$ cat src/common/ciu_regs.svh
// register offsets, field positions, reset values and counts of the interrupt/timer unit
`ifndef CIU_REGS_SVH
`define CIU_REGS_SVH
`define CIU_OFS_PINS 8'hf0
`define CIU_OFS_TMODE 8'hf1
`define CIU_OFS_T1CNT 8'hf2
`define CIU_OFS_T1PRE 8'hf3
`define CIU_OFS_T0CNT 8'hf4
`define CIU_OFS_T0PRE 8'hf5
`define CIU_OFS_PRIO 8'hf9
`define CIU_OFS_FLAGS 8'hfa
`define CIU_OFS_MASK 8'hfb
`define CIU_OFS_COPROC 8'h0c
`define CIU_NTMR 2
`define CIU_SRC_DSP 3
`define CIU_MASK_GLOBAL 7
`define CIU_COPROC_CLR 0
`define CIU_PRE_CONT 0
`define CIU_TM_RESTART0 0
`define CIU_TM_RUN0 1
`define CIU_TM_RESTART1 2
`define CIU_TM_RUN1 3
`define CIU_TM_EXT 4
`define CIU_PIN_A 0
`define CIU_PIN_B 1
`define CIU_PIN_C 2
`define CIU_PIN_HS0 3
`define CIU_PIN_HS1 4
`define CIU_PIN_HS2 5
`define CIU_PIN_CMP1 6
`define CIU_PIN_CMP2 7
`define CIU_EDGE_BOTH 2'h3
`define CIU_INT_DIV_LAST 2'h3
`define CIU_PRE_FIRE 6'h01
`define CIU_CNT_LAST 8'h01
`define CIU_CNT_ZERO 8'h00
`define CIU_PRIO_LAST 3'h5
`define CIU_VEC_BASE 12'h000
`define CIU_RST_PINS 8'hff
`endif

$ cat src/common/ciu_pkg.sv
// types shared by the interrupt/timer unit
package ciu_pkg;
  typedef enum logic [1:0]
  {
    ciu_tin_clock = 2'h0,
    ciu_tin_gate = 2'h1,
    ciu_tin_trig = 2'h2,
    ciu_tin_retrig = 2'h3
  } ciu_tin_mode_t;

  typedef struct packed {
    logic [5:0] pre;
    logic [7:0] cnt;
    logic run;
    logic eoc;
  } ciu_tmr_st_t;

  typedef struct packed {
    logic [7:0] s1;
    logic [7:0] s2;
    logic [7:0] prev;
    logic dsp_prev;
    logic [5:0] flags;
    logic [1:0] edge_sel;
    logic [7:0] mask;
    logic [2:0] prio;
    logic [1:0][7:0] load;
    logic [1:0][5:0] div;
    logic [1:0] cont;
    logic t1_ext;
    ciu_tin_mode_t tin_mode;
    logic cascade;
    logic [1:0] div4;
    logic req;
    logic [2:0] src;
    logic [7:0] rdata;
  } ciu_st_t;
endpackage

$ cat src/common/ciu_tmr_if.sv
// control and status bundle between the unit and one counter/timer
`timescale 1ns/100ps
interface ciu_tmr_if;
  logic tick;
  logic restart;
  logic run_wr;
  logic run_val;
  logic cont;
  logic [7:0] load;
  logic [5:0] div;
  logic [7:0] count;
  logic eoc;
  logic running;
  modport ctl (output tick, restart, run_wr, run_val, cont, load, div,
               input count, eoc, running);
  modport tmr (input tick, restart, run_wr, run_val, cont, load, div,
               output count, eoc, running);
endinterface

$ cat src/core/ciu_timer.sv
// one 8-bit down counter with its 6-bit prescaler
`timescale 1ns/100ps
`include "ciu_regs.svh"
module ciu_timer
(
  input wire logic clock_i,
  input wire logic rst_b_i,
  ciu_tmr_if.tmr tp
);
  import ciu_pkg::*;

  ciu_tmr_st_t st_ff;
  ciu_tmr_st_t nxt_st;

  ////////////////////////////////////////////////////////////////////////////////
  // prescaler and counter; a zero prescale gives 64, a zero load gives 256
  always_comb
  begin
    nxt_st = st_ff;
    nxt_st.eoc = 1'b0;
    if (tp.run_wr)
    begin
      nxt_st.run = tp.run_val; // start, stop or resume
    end
    if (tp.restart)
    begin
      nxt_st.cnt = tp.load; // restart from the initial value
      nxt_st.pre = tp.div;
    end
    else if (st_ff.run && tp.tick)
    begin
      if (st_ff.pre == `CIU_PRE_FIRE)
      begin
        nxt_st.pre = tp.div; // divide by 1 to 64
        if (st_ff.cnt == `CIU_CNT_LAST)
        begin
          nxt_st.eoc = 1'b1; // one-cycle pulse with the reload or stop
          if (tp.cont)
          begin
            nxt_st.cnt = tp.load; // modulo-n reload
          end
          else
          begin
            nxt_st.cnt = `CIU_CNT_ZERO; // single pass halts at zero
            nxt_st.run = 1'b0;
          end
        end
        else
        begin
          nxt_st.cnt = st_ff.cnt - 8'h01;
        end
      end
      else
      begin
        nxt_st.pre = st_ff.pre - 6'h01;
      end
    end
  end

  // state register
  always_ff @(posedge clock_i)
  begin
    if (!rst_b_i)
    begin
      st_ff <= '0;
    end
    else
    begin
      st_ff <= nxt_st;
    end
  end

  // count is visible, the prescaler is not
  assign tp.count = st_ff.cnt;
  assign tp.eoc = st_ff.eoc;
  assign tp.running = st_ff.run;
endmodule

$ cat src/core/ciu_top.sv
// six-source prioritised vectored interrupt unit with two counter/timers
`timescale 1ns/100ps
`include "ciu_regs.svh"
module ciu_top
(
  input wire logic clock_i,
  input wire logic rst_b_i,
  input wire logic [7:0] reg_addr_i,
  input wire logic reg_wr_i,
  input wire logic reg_rd_i,
  input wire logic [7:0] reg_wdata_i,
  output logic [7:0] reg_rdata_o,
  input wire logic edge_pin_a_i,
  input wire logic edge_pin_b_i,
  input wire logic falling_pin_c_i,
  input wire logic hs0_data_valid_n_i,
  input wire logic hs1_data_valid_n_i,
  input wire logic hs2_data_valid_n_i,
  input wire logic comparator_one_out_i,
  input wire logic comparator_two_out_i,
  input wire logic dsp_req_n_i,
  input wire logic int_ack_i,
  output logic int_req_o,
  output logic [2:0] int_src_o,
  output logic [15:0] int_vec_addr_o
);
  import ciu_pkg::*;

  ciu_st_t st_ff;
  ciu_st_t nxt_st;
  logic [7:0] pin_s;
  logic [7:0] rise;
  logic [7:0] fall;
  logic [5:0] ev;
  logic edge_a;
  logic edge_b;
  logic int_tick;
  logic tm_wr;
  logic trig;
  logic [3:0] pick;
  logic [1:0] tick;
  logic [1:0] restart;
  logic [1:0] run_wr;
  logic [1:0] run_val;
  logic [1:0] t_eoc;
  logic [1:0] t_run;
  logic [1:0][7:0] t_cnt;

  // rotating priority: the programmed source is highest, then upward modulo six
  function automatic logic [3:0] ciu_pick(input logic [5:0] pend, input logic [2:0] first);
    logic [3:0] idx;
    logic [3:0] res;
    logic [2:0] base;
    res = 4'h0;
    base = (first > `CIU_PRIO_LAST) ? 3'h0 : first;
    for (int k = 5; k >= 0; k--)
    begin
      idx = {1'b0, base} + k[3:0];
      if (idx > {1'b0, `CIU_PRIO_LAST})
      begin
        idx = idx - 4'h6;
      end
      if (pend[idx[2:0]])
      begin
        res = {1'b1, idx[2:0]};
      end
    end
    return res;
  endfunction

  ////////////////////////////////////////////////////////////////////////////////
  // edge detection works only on the second synchroniser stage
  assign pin_s = st_ff.s2;
  assign rise = pin_s & ~st_ff.prev;
  assign fall = ~pin_s & st_ff.prev;

  // edge select for pins a and b; both edges when the field is all ones
  always_comb
  begin
    if (st_ff.edge_sel == `CIU_EDGE_BOTH)
    begin
      edge_a = rise[`CIU_PIN_A] | fall[`CIU_PIN_A];
      edge_b = rise[`CIU_PIN_B] | fall[`CIU_PIN_B];
    end
    else
    begin
      edge_a = st_ff.edge_sel[1] ? rise[`CIU_PIN_A] : fall[`CIU_PIN_A];
      edge_b = st_ff.edge_sel[0] ? rise[`CIU_PIN_B] : fall[`CIU_PIN_B];
    end
  end

  // the six request events
  assign ev[0] = fall[`CIU_PIN_HS0] | edge_b | rise[`CIU_PIN_CMP2];
  assign ev[1] = fall[`CIU_PIN_HS1] | fall[`CIU_PIN_C];
  assign ev[2] = fall[`CIU_PIN_HS2] | edge_a | rise[`CIU_PIN_CMP1];
  assign ev[3] = st_ff.dsp_prev & ~dsp_req_n_i; // same-clock source, no sync
  assign ev[5:4] = t_eoc;

  ////////////////////////////////////////////////////////////////////////////////
  // timer clocks: internal clock is the system clock divided by four
  assign int_tick = (st_ff.div4 == `CIU_INT_DIV_LAST);
  assign tm_wr = reg_wr_i && (reg_addr_i == `CIU_OFS_TMODE);

  // timer b input selection; cascade overrides the pin modes
  always_comb
  begin
    tick[0] = int_tick;
    tick[1] = int_tick;
    trig = 1'b0;
    if (st_ff.cascade)
    begin
      tick[1] = t_eoc[0];
    end
    else if (st_ff.t1_ext)
    begin
      unique case (st_ff.tin_mode)
        ciu_tin_clock: tick[1] = rise[`CIU_PIN_A];
        ciu_tin_gate: tick[1] = int_tick & pin_s[`CIU_PIN_A];
        ciu_tin_trig: trig = rise[`CIU_PIN_A] & ~t_run[1];
        ciu_tin_retrig: trig = rise[`CIU_PIN_A];
      endcase
    end
  end

  // run and restart commands from the timer mode register or the trigger
  assign restart[0] = tm_wr & reg_wdata_i[`CIU_TM_RESTART0];
  assign restart[1] = (tm_wr & reg_wdata_i[`CIU_TM_RESTART1]) | trig;
  assign run_wr[0] = tm_wr;
  assign run_wr[1] = tm_wr | trig;
  assign run_val[0] = reg_wdata_i[`CIU_TM_RUN0];
  assign run_val[1] = tm_wr ? reg_wdata_i[`CIU_TM_RUN1] : 1'b1;

  genvar gi;
  for (gi = 0; gi < `CIU_NTMR; gi++)
  begin : g_tmr
    ciu_tmr_if tif ();
    assign tif.tick = tick[gi];
    assign tif.restart = restart[gi];
    assign tif.run_wr = run_wr[gi];
    assign tif.run_val = run_val[gi];
    assign tif.cont = st_ff.cont[gi];
    assign tif.load = st_ff.load[gi];
    assign tif.div = st_ff.div[gi];
    assign t_cnt[gi] = tif.count;
    assign t_eoc[gi] = tif.eoc;
    assign t_run[gi] = tif.running;
    ciu_timer u_tmr
    (
      .clock_i(clock_i),
      .rst_b_i(rst_b_i),
      .tp(tif.tmr)
    );
  end

  ////////////////////////////////////////////////////////////////////////////////
  // register writes, flag update, arbitration and read data
  always_comb
  begin
    nxt_st = st_ff;
    nxt_st.s1 = {comparator_two_out_i, comparator_one_out_i, hs2_data_valid_n_i,
                 hs1_data_valid_n_i, hs0_data_valid_n_i, falling_pin_c_i,
                 edge_pin_b_i, edge_pin_a_i};
    nxt_st.s2 = st_ff.s1;
    nxt_st.prev = st_ff.s2;
    nxt_st.dsp_prev = dsp_req_n_i;
    nxt_st.div4 = st_ff.div4 + 2'h1;
    if (reg_wr_i)
    begin
      case (reg_addr_i)
        `CIU_OFS_FLAGS: {nxt_st.edge_sel, nxt_st.flags} = reg_wdata_i;
        `CIU_OFS_MASK: nxt_st.mask = reg_wdata_i;
        `CIU_OFS_PRIO: nxt_st.prio = reg_wdata_i[2:0];
        `CIU_OFS_T0CNT: nxt_st.load[0] = reg_wdata_i;
        `CIU_OFS_T1CNT: nxt_st.load[1] = reg_wdata_i;
        `CIU_OFS_T0PRE:
        begin
          nxt_st.div[0] = reg_wdata_i[7:2];
          nxt_st.cont[0] = reg_wdata_i[`CIU_PRE_CONT];
        end
        `CIU_OFS_T1PRE:
        begin
          nxt_st.div[1] = reg_wdata_i[7:2];
          nxt_st.cont[1] = reg_wdata_i[`CIU_PRE_CONT];
        end
        `CIU_OFS_TMODE:
        begin
          nxt_st.t1_ext = reg_wdata_i[`CIU_TM_EXT];
          nxt_st.tin_mode = ciu_tin_mode_t'(reg_wdata_i[6:5]);
          nxt_st.cascade = reg_wdata_i[7];
        end
        default:
        begin
        end
      endcase
    end
    // grant: clear the taken flag and the global enable
    if (int_ack_i && st_ff.req)
    begin
      nxt_st.flags[st_ff.src] = 1'b0;
      nxt_st.mask[`CIU_MASK_GLOBAL] = 1'b0;
    end
    if (reg_wr_i && reg_addr_i == `CIU_OFS_COPROC && reg_wdata_i[`CIU_COPROC_CLR])
    begin
      nxt_st.flags[`CIU_SRC_DSP] = 1'b0;
    end
    // events win over any clear in the same cycle; mask does not gate flags
    nxt_st.flags = nxt_st.flags | ev;
    pick = ciu_pick(nxt_st.flags & nxt_st.mask[5:0], nxt_st.prio);
    nxt_st.req = nxt_st.mask[`CIU_MASK_GLOBAL] & pick[3];
    nxt_st.src = pick[2:0];
    if (reg_rd_i)
    begin
      case (reg_addr_i)
        `CIU_OFS_FLAGS: nxt_st.rdata = {st_ff.edge_sel, st_ff.flags};
        `CIU_OFS_MASK: nxt_st.rdata = st_ff.mask;
        `CIU_OFS_PRIO: nxt_st.rdata = {5'h00, st_ff.prio};
        `CIU_OFS_T0CNT: nxt_st.rdata = t_cnt[0];
        `CIU_OFS_T1CNT: nxt_st.rdata = t_cnt[1];
        `CIU_OFS_PINS: nxt_st.rdata = {5'h00, pin_s[2:0]};
        `CIU_OFS_COPROC: nxt_st.rdata = {7'h00, st_ff.flags[`CIU_SRC_DSP]};
        `CIU_OFS_TMODE: nxt_st.rdata = {st_ff.cascade, st_ff.tin_mode, st_ff.t1_ext,
                                        t_run[1], 1'b0, t_run[0], 1'b0};
        default: nxt_st.rdata = 8'h00; // prescalers read as zero
      endcase
    end
  end

  // state register; idle-high reset for the pin history avoids false edges
  always_ff @(posedge clock_i)
  begin
    if (!rst_b_i)
    begin
      st_ff <= '0;
      st_ff.s1 <= `CIU_RST_PINS;
      st_ff.s2 <= `CIU_RST_PINS;
      st_ff.prev <= `CIU_RST_PINS;
      st_ff.dsp_prev <= 1'b1;
    end
    else
    begin
      st_ff <= nxt_st;
    end
  end

  // outputs all come from the state register
  assign reg_rdata_o = st_ff.rdata;
  assign int_req_o = st_ff.req;
  assign int_src_o = st_ff.src;
  assign int_vec_addr_o = {`CIU_VEC_BASE, st_ff.src, 1'b0};
endmodule
$ cat config.mk
export PLATFORM = sky130hd
export DESIGN_NAME = ciu_top
export DESIGN_NICKNAME = d
export VERILOG_FILES = /design/src/common/ciu_pkg.sv /design/src/common/ciu_tmr_if.sv /design/src/core/ciu_timer.sv /design/src/core/ciu_top.sv
export VERILOG_INCLUDE_DIRS = /design/src /design/src/common
export SDC_FILE = /design/constraint.sdc
export NUM_CORES = 1
export LEC_CHECK = 0
export BUFFER_PORTS_ARGS = -buffer_cell sky130_fd_sc_hd__buf_2
export CAP_MARGIN = 40
export CORE_ASPECT_RATIO = 2
export CORE_MARGIN = 1
export CORE_UTILIZATION = 32
export DETAILED_ROUTE_END_ITERATION = 7
export SLEW_MARGIN = 10
export SYNTH_ARGS = -nofsm -noshare
export SYNTH_HDL_FRONTEND = slang
export SYNTH_SLANG_ARGS = --single-unit
$ cat constraint.sdc
create_clock -name clock_i -period 6.5 [get_ports clock_i]
set_input_delay 1.3 -clock clock_i [delete_from_list [all_inputs] [get_ports clock_i]]
set_output_delay 1.3 -clock clock_i [all_outputs]
set_load 0.05 [all_outputs]
=== Word level (Yosys, flattened, before mapping) ===
Cells that the tools add are included.

* Input port bits: 30
* Output and inout port bits: 28
* Word-level logic and storage cells: 206
* Register bits after elaboration: 124

* Eq/ne operators: 19
* Bitwise operators: 30
* Multiplexer cells: 73
* $add $sub $neg: 16
* Order comparisons: 15
* Reduce and logical (&&, ||, !) cells: 23

{| class="wikitable"
|+ Operators by type and width
! cell !! number
|-
| 8-bit equality test (second input constant) || 9
|-
| 8-bit 2-to-1 mux || 8
|-
| 8-bit one-hot mux with 8 select lines || 1
|-
| 53-bit 2-to-1 mux || 1
|-
| 16-bit 2-to-1 mux || 2
|-
| 6-bit 2-to-1 mux || 5
|-
| 3-bit by 4-bit < comparator with 1-bit output (second input constant) || 7
|-
| 14-bit 2-to-1 mux || 2
|-
| 4-bit 2-to-1 mux || 7
|-
| 1-bit 2-to-1 mux || 24
|-
| 3-bit 2-to-1 mux || 8
|-
| 4-bit by 3-bit > comparator with 1-bit output (second input constant) || 5
|-
| 10-bit 2-to-1 mux || 2
|-
| 6-bit AND || 3
|-
| 1-bit binary-select mux with 3-bit select || 6
|-
| 2-bit AND reduction || 9
|-
| 3-bit subtractor (second input constant) || 6
|-
| 8-bit by 1-bit equality test with 1-bit output (second input constant) || 2
|-
| 8-bit by 1-bit subtractor with 8-bit output (second input constant) || 2
|-
| 6-bit by 1-bit equality test with 1-bit output (second input constant) || 2
|-
| 6-bit inverter || 2
|-
| 6-bit by 1-bit subtractor with 6-bit output (second input constant) || 2
|-
| 1-bit OR || 9
|-
| 3-bit by 2-bit adder with 4-bit output (second input constant) || 2
|-
| 20 further kinds || 50
|}

=== Logic depth before layout (Yosys ltp) ===
* Word-level depth: 19
* Gate-level depth with buffers: 21
* Depth with buffers taken out: 20

=== Cells and area by module ===
From an unflattened synthesis, not the netlist that was laid out.

* Cell total of the unflattened synthesis: 867
* Area, all modules: 7206.9 um2

{| class="wikitable"
|+ By module, submodules not included
! module !! seq. area each (um2) !! times used !! area each (um2) !! cells each
|-
| ciu_top || 1841.8 || 1 || 4889.7 || 563
|-
| ciu_timer || 320.3 || 2 || 1158.6 || 152
|}

=== Worst setup path before layout ===
OpenSTA, ideal clock, no wires.

* Kind: in2reg
* Start point: input port reg_addr_i[1]
* End point: register st_ff, in the netlist int_src_o[1]
* Data arrival time: 5421 ps
* Setup slack: 993 ps
* Data required time: 6414 ps
* Stages: 20
* Library setup time: 86 ps
* Buffers on the path: 1
* Cell sequence: buf_2 > nand2b_4 > nor3_2 > mux2i_1 > inv_1 > ha_1 > nor2b_1 > and4_1 > nor2_8 > inv_6 > ha_1 > inv_1 > ha_1 > inv_1 > a2111o_1 > a22oi_2 > a211oi_2 > o32a_1 > or3b_1 > a221oi_2

{| class="wikitable"
|+ RTL lines
! element !! line !! source
|-
| start, declared || ciu_top.sv:8 || <nowiki>input wire logic [7:0] reg_addr_i,</nowiki>
|-
| end signal, assigned || ciu_top.sv:241 || <nowiki>st_ff <= nxt_st;</nowiki>
|-
| end, declared || ciu_top.sv:29 || <nowiki>ciu_st_t st_ff;</nowiki>
|}

==> run_results.csv <==
group,metric,value,unit
clock_network,clk_path_buf_depth,2,
die,die-area,23000,sq um
power,vdd_drop_max,0.000143,V
timing,rsz0062_at_grt,"no",
die,die_width,108,um
placed_design,gp_congestion,0.925,
yosys,synth_area_per_cell,8.00,sq um
clock_network,cts-root-buf,"clkbuf_16",
global_route,antenna_found_initial,1,
power,power_frac_clock,53.1,%
setup_path,crit_arrival,5.99,ns
die,coreArea,22000,sq um
clock_network,holdBufCountCts,0,
power,power_density,232,nW/um^2
power,leakagePower,0.00314,uW
routing,vias,6651,
timing,finalMaxSlewViolations,0,
timing,fmax,177,MHz
die,row_count,77,
die,die_h,213,um
clock_network,clk_pin_slew,0.06,ns
yosys,synth-seq-cells,124,
hold_path,hold_path_class,"register to register",
placed_design,port_buffers,44,
routing,drt-vias-per-instance,5.57,
routing,wire_per_inst,18.8,um
global_route,grt_pass1_vias,6319,
yosys,syn_area,7150,sq um
power,power.internal,1410,uW
clock_network,cts_sinks,124,
die,start_util,32.5,%
clock_network,insertion_delay,0.43,ns
run_status,status,"finished, final reports clean",
global_route,grt_pass1_wl,34300,um
yosys,synth_cell_types,80,
routing,drc_errors,0,
clock_network,ctsResizeCount,0,
finish,diodes,0,
placed_design,dpl.hpwl,16800,um
routing,ant_nets,0,
setup_path,startpoint_type,"primary input",
timing,setup_viol,0,
routing,wl,22500,um
finish,final_core_util,36.7,%
yosys,syn-instance-count,893,
finish,drive_gt1_share,12.2,%
clock_network,postCtsSetupBuffers,0,
timing,slew_headroom,48.0,%
run,max_cap_viol_count,0,
setup_path,cp_data_required_time,6.84,ns
power,p_switching,464,uW
clock_network,htreeDepth,4,
clock_network,cts_buffers,17,
timing,period_share,86.8,%
routing,dr.pass1.iters,5,
power,combPwrFrac,5.4,%
timing,hold_violations,0,
yosys,synth-edff-count,0,
timing,max_slew.worst_pin.slew,0.774,ns
die,io_pins,58,
global_route,grt_max_degree,69,
clock_network,cts_tree,"built",
global_route,grt_use_total,20.1,%
yosys,synthFlopType,"dfxtp_1",
timing,period_minus_slack,5.64,ns
yosys,async_flop_share,0,%
power,power_switching_share,24.8,%
routing,drt_iter0_markers,326,
setup_path,critPathMaxFanout,16,
yosys,synth_warnings,0,
setup_path,crit_type,"primary input to register",
power,pwr-share-seq,41.5,%
setup_path,end_kind,"register",
timing,clock_skew,0.00771,ns
yosys,seq_area_frac_synth,34.7,%
finish,nNetsFinal,957,
global_route,overflow,0,
finish,area_growth,12.7,%
timing,setup_tns,0,ns
## cell usage in the layout, fill, tap and decap left out, types with 26 or more instances in the layout
cell	n
dfxtp_1	124
o21ai_0	33
buf_2	45
nand2b_1	30
inv_1	33
nor3_1	26
a21oi_1	78
mux2i_1	35
nand2_1	87
nand3_1	40
nor2_1	97
## Yosys cell counts (all sizes together) (22+ instances only)
| cell type | instances | area, sq um |
|---|---|---|
| a21oi | 78 | 390 |
| mux2i | 35 | 350 |
| clkbuf | 36 | 135 |
| nand3 | 40 | 200 |
| nor2 | 98 | 384 |
| nand2b | 31 | 201 |
| nor3 | 29 | 161 |
| ha | 22 | 275 |
| dfxtp | 124 | 2480 |
| buf | 36 | 249 |
| inv | 34 | 133 |
| o21ai | 34 | 170 |
| nand2 | 87 | 327 |
## kinds of logic (layout without fill, tap and decap cells)
kind of cell / Yosys count / in the layout / synth area share [%]
mux: 41 / 41 / 6.43
xor+xnor: 5 / 5 / 0.613
fa+ha+maj: 22 / 22 / 3.85
compound gates: 227 / 227 / 21.1
simple gates: 365 / 365 / 25.8
other cells: 1 / 13 / 0.0525
buf+inv: 108 / 121 / 7.34
flops: 124 / 124 / 34.7
## final timing paths
| check | start | end | slack [ns] | cells after the start |
|---|---|---|---|---|
| worst min-delay path | nxt_st[78]$_SDFF_PN1_ | pin_s[2]$_SDFF_PN1_ | 0.41 | 1 |
| worst min register to register | nxt_st[78]$_SDFF_PN1_ | pin_s[2]$_SDFF_PN1_ | 0.41 | 1 |
| worst max-delay path | reg_addr_i[6] | int_src_o[1]$_SDFF_PN0_ | 0.86 | 19 |
| worst max register to register | st_ff[50]$_SDFF_PN0_ | int_src_o[1]$_SDFF_PN0_ | 2.22 | 16 |
## sequential cells by signal, indices dropped and copies added, names as in the netlist
register                cells
g_tmr.tif.cont              2
g_tmr.u_tmr.tp.count       16
g_tmr.tif.load             16
g_tmr.u_tmr.tp.eoc          2
pin_s                       8
g_tmr.u_tmr.st_ff          12
g_tmr.tif.div              12
int_req_o                   1
nxt_st                      8
g_tmr.u_tmr.tp.running      2
int_src_o                   3
st_ff                      34
reg_rdata_o                 8
## through the flow
step,total power [uW],hold slack [ns],std cells,setup WS [ns],instance area (sq um)
6_report,1870,0.407,1194,0.855,8060
5_1_grt,1920,0.418,1194,0.538,8060
4_1_cts,1880,0.408,1194,0.987,8060
3_5_place_dp,893,0.393,1162,0.549,7440
3_3_place_gp,892,0.390,1159,0.711,7420
2_1_floorplan,864,0.386,905,0.993,7190
## metal layers
| layer | routed length (um) | vias to the layer above | GRT usage [%] |
|---|---|---|---|
| li1 | - | 3186 | - |
| met3 | 821 | 79 | 3.86 |
| met1 | 7940 | 3180 | 18.7 |
| met5 | 14 | - | 0 |
| met2 | 12100 | 204 | 37.8 |
| met4 | 1540 | 2 | 15.3 |
## power groups by stage
stage	Clock, uW	Combinational [uW]	Sequential (uW)
floorplan	0	73.8	790
global placement	0	99.3	793
detailed placement	0	100	793
CTS	1010	100	776
global route	1030	108	777
finish	993	101	776
## final cells by class
type	instances	area (sq um)
sequential	124	2480
fill	2328	13900
clock buffer	18	429
inverter	36	140
clock inverter	14	183
timing repair buffer	53	285
multi-input combinational	673	4190
tap	276	345
## critical path, cell delays in order
cell	delay [ns]
buf_2	0.12
nand4_4	0.27
nor3_2	0.37
mux2i_1	0.37
inv_1	0.13
ha_1	0.24
nor2b_1	0.15
and4_1	0.36
nor2_8	0.10
ha_1	0.30
inv_1	0.12
nor2_1	0.20
inv_1	0.08
o21ai_0	0.07
a21boi_0	0.58
mux2i_1	0.36
o21ai_0	0.19
or3b_1	0.43
a221oi_2	0.25
Power figures use the tool's default switching activity.
